**src/verilog/osd_defs.svh**
```systemverilog
// Purpose: constants for the character entry decoder
// Assumes: character word 9 bits + top bit, colour word 1 is 8 bits, colour word 2 is 3 bits
// Notes: colour word 2 bits 3..7 are not stored
`ifndef OSD_DEFS_SVH
`define OSD_DEFS_SVH
`define CHAR_LOW_W 9
`define CHAR_IDX_W 10
`define CD_CODE_W 7
`define COLOR1_W 8
`define COLOR2_W 3
`define PAL_W 4
`define CAPTION_HIGH_BANK 4'h8
`endif

```
**src/verilog/osd_pkg.sv**
```systemverilog
// Purpose: types for the character entry decoder
// Assumes: osd_defs.svh constants
// Notes: none
package osd_pkg;
	typedef enum logic [1:0] {
		caption_display_mode = 2'b00,
		text_display_modes = 2'b01,
		colour_dot_font_mode = 2'b10,
		mode_spare = 2'b11
	} disp_mode_e;

	typedef struct packed {
		logic [9:0] char_index;
		logic [3:0] fg_pal;
		logic [3:0] bg_pal;
		logic italic;
		logic flash;
		logic underline;
		logic secondary_blank_output;
	} char_attr_s;
endpackage : osd_pkg

```
**src/verilog/osd_char_attribute_decode.sv**
```systemverilog
// Purpose: display RAM character entry store and per-mode attribute decode
// Assumes: CPU write port and display read port synchronous to core_clk
// Notes: outputs registered one cycle after the display or CPU read address
`timescale 1ns/100ps
`include "osd_defs.svh"
module osd_char_attribute_decode import osd_pkg::*; #(
	parameter int ADDR_W = 6
) (
	input wire logic core_clk,
	input wire logic rst,
	input wire logic [1:0] mode,
	input wire logic caption_bank_high,
	input wire logic cpu_we,
	input wire logic [1:0] cpu_sel,
	input wire logic [ADDR_W-1:0] cpu_addr,
	input wire logic [9:0] cpu_wdata,
	input wire logic [ADDR_W-1:0] cpu_raddr,
	input wire logic [1:0] cpu_rsel,
	output logic [9:0] cpu_rdata_reg,
	input wire logic [ADDR_W-1:0] disp_addr,
	input wire logic [3:0] font_pal,
	output char_attr_s attr_reg,
	output logic [3:0] dot_pal_reg
);
	localparam int DEPTH = 1 << ADDR_W;

	// ------------------------------
	// entry storage
	// ------------------------------
	logic [`CHAR_IDX_W-1:0] char_mem [DEPTH];
	logic [`COLOR1_W-1:0] color1_mem [DEPTH];
	logic [`COLOR2_W-1:0] color2_mem [DEPTH];

	// character writes keep all 10 bits; colour writes keep only their low 8 or 3 bits
	always_ff @(posedge core_clk) begin
		if (cpu_we) begin
			case (cpu_sel)
				2'b00: char_mem[cpu_addr] <= cpu_wdata;
				2'b01: color1_mem[cpu_addr] <= cpu_wdata[`COLOR1_W-1:0];
				2'b10: color2_mem[cpu_addr] <= cpu_wdata[`COLOR2_W-1:0];
				default: ;
			endcase
		end
	end

	// ------------------------------
	// cpu read back
	// ------------------------------
	always_ff @(posedge core_clk) begin
		if (rst) begin
			cpu_rdata_reg <= 10'h000;
		end else begin
			case (cpu_rsel)
				2'b00: cpu_rdata_reg <= char_mem[cpu_raddr];
				2'b01: cpu_rdata_reg <= {2'h0, color1_mem[cpu_raddr]};
				2'b10: cpu_rdata_reg <= {7'h00, color2_mem[cpu_raddr]};
				default: cpu_rdata_reg <= 10'h000;
			endcase
		end
	end

	// ------------------------------
	// decode
	// ------------------------------
	logic [9:0] cw;
	logic [7:0] c1;
	logic [2:0] c2;
	char_attr_s attr_next;
	logic [3:0] char_pal;
	logic [3:0] dot_pal_next;

	assign cw = char_mem[disp_addr];
	assign c1 = color1_mem[disp_addr];
	assign c2 = color2_mem[disp_addr];
	assign char_pal = c1[6:3];

	dot_palette_pick u_pick (
		.font_pal(font_pal),
		.char_pal(char_pal),
		.dot_pal(dot_pal_next)
	);

	always_comb begin
		attr_next = '0;
		attr_next.secondary_blank_output = c1[7];
		case (disp_mode_e'(mode))
			caption_display_mode: begin
				attr_next.char_index = cw;
				attr_next.fg_pal = {1'b0, c1[3], c1[2:1]} |
					(caption_bank_high ? `CAPTION_HIGH_BANK : 4'h0);
				attr_next.bg_pal = {1'b0, c2[2:0]} |
					(caption_bank_high ? `CAPTION_HIGH_BANK : 4'h0);
				attr_next.italic = c1[4];
				attr_next.flash = c1[5];
				attr_next.underline = c1[6];
			end
			text_display_modes: begin
				attr_next.char_index = cw;
				attr_next.fg_pal = {c1[4], c1[3], c1[2:1]};
				attr_next.bg_pal = {c2[1:0], c1[6:5]};
			end
			colour_dot_font_mode: begin
				attr_next.char_index = {3'h0, cw[`CD_CODE_W-1:0]};
				attr_next.fg_pal = char_pal;
			end
			default: ;
		endcase
	end

	always_ff @(posedge core_clk) begin
		if (rst) begin
			attr_reg <= '0;
			dot_pal_reg <= 4'h0;
		end else begin
			attr_reg <= attr_next;
			dot_pal_reg <= (disp_mode_e'(mode) == colour_dot_font_mode) ?
				dot_pal_next : font_pal;
		end
	end
endmodule : osd_char_attribute_decode

```
**src/verilog/dot_palette_pick.sv**
```systemverilog
// Purpose: per-dot palette choice in colour-dot mode
// Assumes: font data gives a 4-bit palette per dot
// Notes: combinational leaf
`timescale 1ns/100ps
`include "osd_defs.svh"
module dot_palette_pick (
	input wire logic [3:0] font_pal,
	input wire logic [3:0] char_pal,
	output logic [3:0] dot_pal
);
	always_comb begin
		dot_pal = (font_pal == 4'h0) ? char_pal : font_pal;
	end
endmodule : dot_palette_pick

```
**config.mk**
```make
export PLATFORM = sky130hd
export DESIGN_NAME = osd_char_attribute_decode
export DESIGN_NICKNAME = d
export VERILOG_FILES = /design/src/verilog/osd_pkg.sv /design/src/verilog/osd_char_attribute_decode.sv /design/src/verilog/dot_palette_pick.sv
export VERILOG_INCLUDE_DIRS = /design/src /design/src/verilog
export SDC_FILE = /design/constraint.sdc
export NUM_CORES = 2
export LEC_CHECK = 0
export ABC_AREA = 1
export BUFFER_PORTS_ARGS = -buffer_cell sky130_fd_sc_hd__buf_2
export CELL_PAD_IN_SITES_DETAIL_PLACEMENT = 1
export CELL_PAD_IN_SITES_GLOBAL_PLACEMENT = 1
export CORE_MARGIN = 5
export CORE_UTILIZATION = 50
export CTS_CLUSTER_SIZE = 40
export DETAILED_ROUTE_END_ITERATION = 10
export PLACE_DENSITY = 0.79
export RECOVER_POWER = 100
export SLEW_MARGIN = 20
export SYNTH_ARGS = -nofsm -noshare
export SYNTH_HDL_FRONTEND = slang
export SYNTH_HIERARCHICAL = 1
export SYNTH_SLANG_ARGS = --single-unit
```
**constraint.sdc**
```tcl
create_clock -name core_clk -period 2.5 [get_ports core_clk]
set_clock_uncertainty 0.1 [all_clocks]
set_input_delay 0.125 -clock core_clk [delete_from_list [all_inputs] [get_ports core_clk]]
set_output_delay 0.125 -clock core_clk [all_outputs]
set_load 0.005 [all_outputs]
```
; ---- After elaboration in Yosys (flattened, before gate mapping)
; Memory sizes are Yosys's and may differ from the RTL's.
; Cells that the tools add are included.
[totals]
reg_bits = 36
latch_bits = 0
mem_bits_rw = 1344
mem_bits_ro = 0
elab_cells = 41
mem_count = 3
[op_classes]
n_addsub = 0
n_mul = 0
div = 0
order_cmp = 0
n_eq_ne = 6
shift = 0
mux = 15
bitwise = 3
n_reduce_logical = 5
[mem_list]
columns = memory, depth, width, read_ports, rd_clocked_by_memory_dff, wr, line
row1 = char_mem, 64, 10, 2, 0, 1, osd_char_attribute_decode.sv:30  ; logic [`CHAR_IDX_W-1:0] char_mem [DEPTH];
row2 = color1_mem, 64, 8, 2, 0, 1, osd_char_attribute_decode.sv:31  ; logic [`COLOR1_W-1:0] color1_mem [DEPTH];
row3 = color2_mem, 64, 3, 2, 0, 1, osd_char_attribute_decode.sv:32  ; logic [`COLOR2_W-1:0] color2_mem [DEPTH];
[op_table]
columns = cell, count
row1 = $pmux 14 s3, 1
row2 = $pmux 10 s3, 1
row3 = $mux 4, 3
row4 = $mux 1, 9
row5 = $or 3x4->4, 2
row6 = $pmux 4 s2, 1
row7 = $eq 2x1->1 const B, 3
row8 = $eq 2x2->1 const B, 3
row9 = $logic_not 2->1, 3
row10 = $logic_not 4->1, 1
row11 = $reduce_or 2->1, 1
row12 = $not 1->1, 1

; ---- Longest topological paths before layout
[logic_depth]
ltp_word = 4
depth_mapped = 16
depth_no_buf = 13

; ---- Hierarchy
; The synthesis kept the hierarchy.
[modules_own_cells]
columns = module, n_inst, cells_each, area_per_inst_um2, seq_area_each_um2
row1 = osd_char_attribute_decode, 1, 7394, 68159.1, 41079.4
row2 = dot_palette_pick, 1, 14, 62.6, 0.0

; ---- Worst setup path before layout
; Ideal clock, no wire load.
[synth_path]
path_type = input -> register
start = input port cpu_addr[3]
end = memory char_mem[63][0] (netlist name) (enable)
setup_ps = 376
arrival_time_ps = 1325
setup_slack_ps = 699
stages = 4
n_path_buf = 0
path_cell_list = inv_1 > nor3_1 > nand2_1 > nor2_1
[synth_rtl]
columns = element, line
row1 = from (decl), osd_char_attribute_decode.sv:15  ; input wire logic [ADDR_W-1:0] cpu_addr,
row2 = to (decl), osd_char_attribute_decode.sv:30
; Straight into the memory's write port.

; ---- Final worst setup path
[layout_path]
start = input port cpu_addr[2]
end = memory color2_mem[48][1] (netlist name) (enable)
[layout_rtl]
columns = element, line
row1 = to (decl), osd_char_attribute_decode.sv:32
; Straight into the memory's write port.

==> load_flow_metrics.sql <==
INSERT INTO impl_metrics (metric_group, metric, value, unit) VALUES
('drt', 'num_vias', '63400', ''),
('layout', 'end_of_flow_core_utilization', '57.7', '%'),
('power_and_ir_drop', 'totalPowerFinal', '53.6', 'mW'),
('run', 'max-cap-violations', '8', ''),
('hold_path', 'worst_hold_path.num_cells', '5', ''),
('layout', 'top_register', 'char_mem', ''),
('hold_path', 'worst_hold_path_type', 'primary input to flip-flop', ''),
('global_routing', 'vias_in_the_first_global_route', '64500', ''),
('cts', 'htreeDepth', '4', ''),
('yosys', 'synth_seq_cells', '1380', ''),
('floorplan', 'design.core.area', '0.135', 'sq mm'),
('floorplan', 'die-height', '379', 'microns'),
('power_and_ir_drop', 'total_switching_power', '14.1', 'mW'),
('global_routing', 'global_route.overflow_total', '0', ''),
('cts', 'cts_root_buf', 'sky130_fd_sc_hd__clkbuf_16', ''),
('place', 'globalplace.congestion', '0.959', ''),
('layout', 'final_net_count', '7626', ''),
('power_and_ir_drop', 'cellInternalPower', '39.5', 'mW'),
('sta', 'slew_headroom', '-45.6', '%'),
('worst_setup_path', 'timing.critical_path.required', '2.84', 'ns'),
('power_and_ir_drop', 'clock_power_share', '40.9', '%'),
('drt', 'drt_iter0_markers', '8690', ''),
('layout', 'layoutNonFillerInstCount', '9490', ''),
('sta', 'endpoints_failing_hold', '0', ''),
('power_and_ir_drop', 'worst_supply_voltage_drop_on_vdd', '788', 'uV'),
('sta', 'timing.final.crit_period', '2.50', 'ns'),
('worst_setup_path', 'critPathCaptureType', 'flip-flop', ''),
('place', 'post-place-cells', '9167', ''),
('layout', 'commonest_cells_after_routing_fill_and_taps_aside', 'sky130_fd_sc_hd__nand2_1, sky130_fd_sc_hd__nand3_1, sky130_fd_sc_hd__edfxtp_1', ''),
('layout', 'layout-drive-gt1-share', '9.99', '%'),
('drt', 'route.detailed.drc', '0', ''),
('drt', 'drt_pre_antenna_iters', '8', ''),
('worst_setup_path', 'crit_path_top_delay_cell', 'sky130_fd_sc_hd__clkbuf_1', ''),
('floorplan', 'die_width', '379', 'microns'),
('cts', 'clk_pin_slew_worst_paths', '0.06', 'ns'),
('sta', 'slew_violations', '498', ''),
('yosys', 'synth_cell_type_count', '22', ''),
('sta', 'setup_violations', '0', ''),
('drt', 'routed_wire_length_per_instance', '30.4', 'microns'),
('worst_setup_path', 'start_kind', 'primary input', ''),
('worst_setup_path', 'critPathMaxStageDelay', '0.59', 'ns'),
('floorplan', 'top_level_ports', '78', ''),
('run_status', 'run_status', 'finished with violations', ''),
('worst_setup_path', 'setup.worst_path.class', 'primary input to flip-flop', ''),
('cts', 'cts_num_sinks', '1380', ''),
('layout', 'area_delta_synth_final', '14.7', '%'),
('place', 'portBuffers', '77', ''),
('global_routing', 'globalRouteTotalUtil', '39.3', '%'),
('yosys', 'synth_cells', '7408', ''),
('power_and_ir_drop', 'p_seq_share', '47.6', '%'),
('run_status', 'failed_checks', 'capacitance limit, slew limit', ''),
('global_routing', 'pin_count_of_the_biggest_net_entering_global_routing', '129', ''),
('power_and_ir_drop', 'p_comb_share', '11.4', '%'),
('sta', 'fmax', '401', 'MHz'),
('yosys', 'synth.net_count', '7450', ''),
('drt', 'number_of_vias_per_cell_after_detailed_routing', '6.68', ''),
('sta', 'final.period_utilization', '99.8', '%'),
('layout', 'largest_register_ffs', '640', ''),
('cts', 'clock_latency', '0.82', 'ns'),
('yosys', 'syn-cell-area', '0.0682', 'sq mm'),
('floorplan', 'die-area', '0.144', 'sq mm'),
('drt', 'antenna_violating_nets_post_route', '0', ''),
('worst_setup_path', 'most_common_cell_on_crit_path', 'sky130_fd_sc_hd__clkbuf_1', ''),
('sta', 'worst-slew-pin-transition', '2.18', 'ns'),
('yosys', 'seq_area_frac_synth', '60.2', '%'),
('place', 'post-dp-hpwl', '186000', 'microns'),
('worst_setup_path', 'register_to_register_setup_slack', '0.03', 'ns'),
('worst_setup_path', 'critical_path.max_fanout', '7', ''),
('power_and_ir_drop', 'power-per-cell-area', '685', 'mW/mm^2'),
('global_routing', 'grt_antenna_before_repair', '19', ''),
('worst_setup_path', 'critPathArrivalTime', '2.84', 'ns');
cells in the mapped netlist, drive strengths merged:
master  instances  area share, %
nand2        2316             13
nand3        1621             12
edfxtp       1344             59
nor2          630            3.5
o21ai         470            3.4
buf           423            3.4
clkbuf        164           0.90
o221ai        164            2.1
a21oi         103           0.76
inv            68           0.37
dfxtp          36            1.1
o22ai          26           0.24
o211ai         24           0.26
nor3           16           0.12
clkinv          2          0.011
o21a            1          0.011
power by group through the flow:
stage,logic [mW],registers (mW),clock network (mW)
floorplan,2.97,26.0,0
global placement,5.61,26.0,0
detailed placement,5.79,26.0,0
CTS,5.92,25.5,21.9
global route,6.37,25.5,23.0
finish,6.13,25.5,21.9
logic make-up (layout without fill, tap and decap cells):
family	after synthesis	count (layout)	synth area share [%]
and+or+nand+nor	4583	4583	28.2
DFF	1380	1380	60.2
AOI/OAI and AO/OA	788	788	6.82
buffers and inverters	657	954	4.74
other	0	4	0
layout make-up:
class / count / area [sq um]
Clock buffer: 196 / 4110
Clock inverter: 78 / 612
Fill cell: 15200 / 57200
Inverter: 70 / 310
Sequential cell: 1380 / 41100
Antenna cell: 4 / 10.0
Tap cell: 1781 / 2230
Multi-Input combinational cell: 5371 / 24000
Timing Repair Buffer: 610 / 5860
layer usage:
layer	share of wire, %	track usage (%)	vias up
li1	-	-	26300
met1	36	51.1	31500
met2	45	61.2	4468
met3	12	9.33	1108
met4	6.2	21.0	22
met5	0.056	0.480	-
path summary, 6_finish.rpt:
check	start	to
setup / recovery	cpu_addr[2]	color2_mem[48][1]
hold / removal	cpu_addr[4]	color2_mem[40][1]
setup reg to reg	color1_mem[15][4]	dot_pal_reg[1]
hold reg to reg	char_mem[8][7]	attr_reg[19]
per-stage QoR:
stage	worst slack, ns	hold WS (ns)	instance area [sq um]
after global placement	-0.209	0.316	73200
after detailed placement	-0.200	0.313	73200
final	0.00475	0.0761	78200
after global routing	-0.0209	0.0717	78200
after CTS	0.00369	0.0174	78400
after floorplan	0.699	0.0941	68200
critical path, delay by kind of cell:
kind,cells,cell delay (ns)
buffers and inverters,4,1.57
AND/OR/NAND/NOR,3,1.14
what timing repair did:
action,in CTS,in global routing
setup buffers,0,1
gates resized for setup,0,20
endpoints found under the hold margin,1073,0
hold buffers,45,0
endpoints found under the setup margin,0,6
No activity file was read; power rests on OpenSTA's default activity.
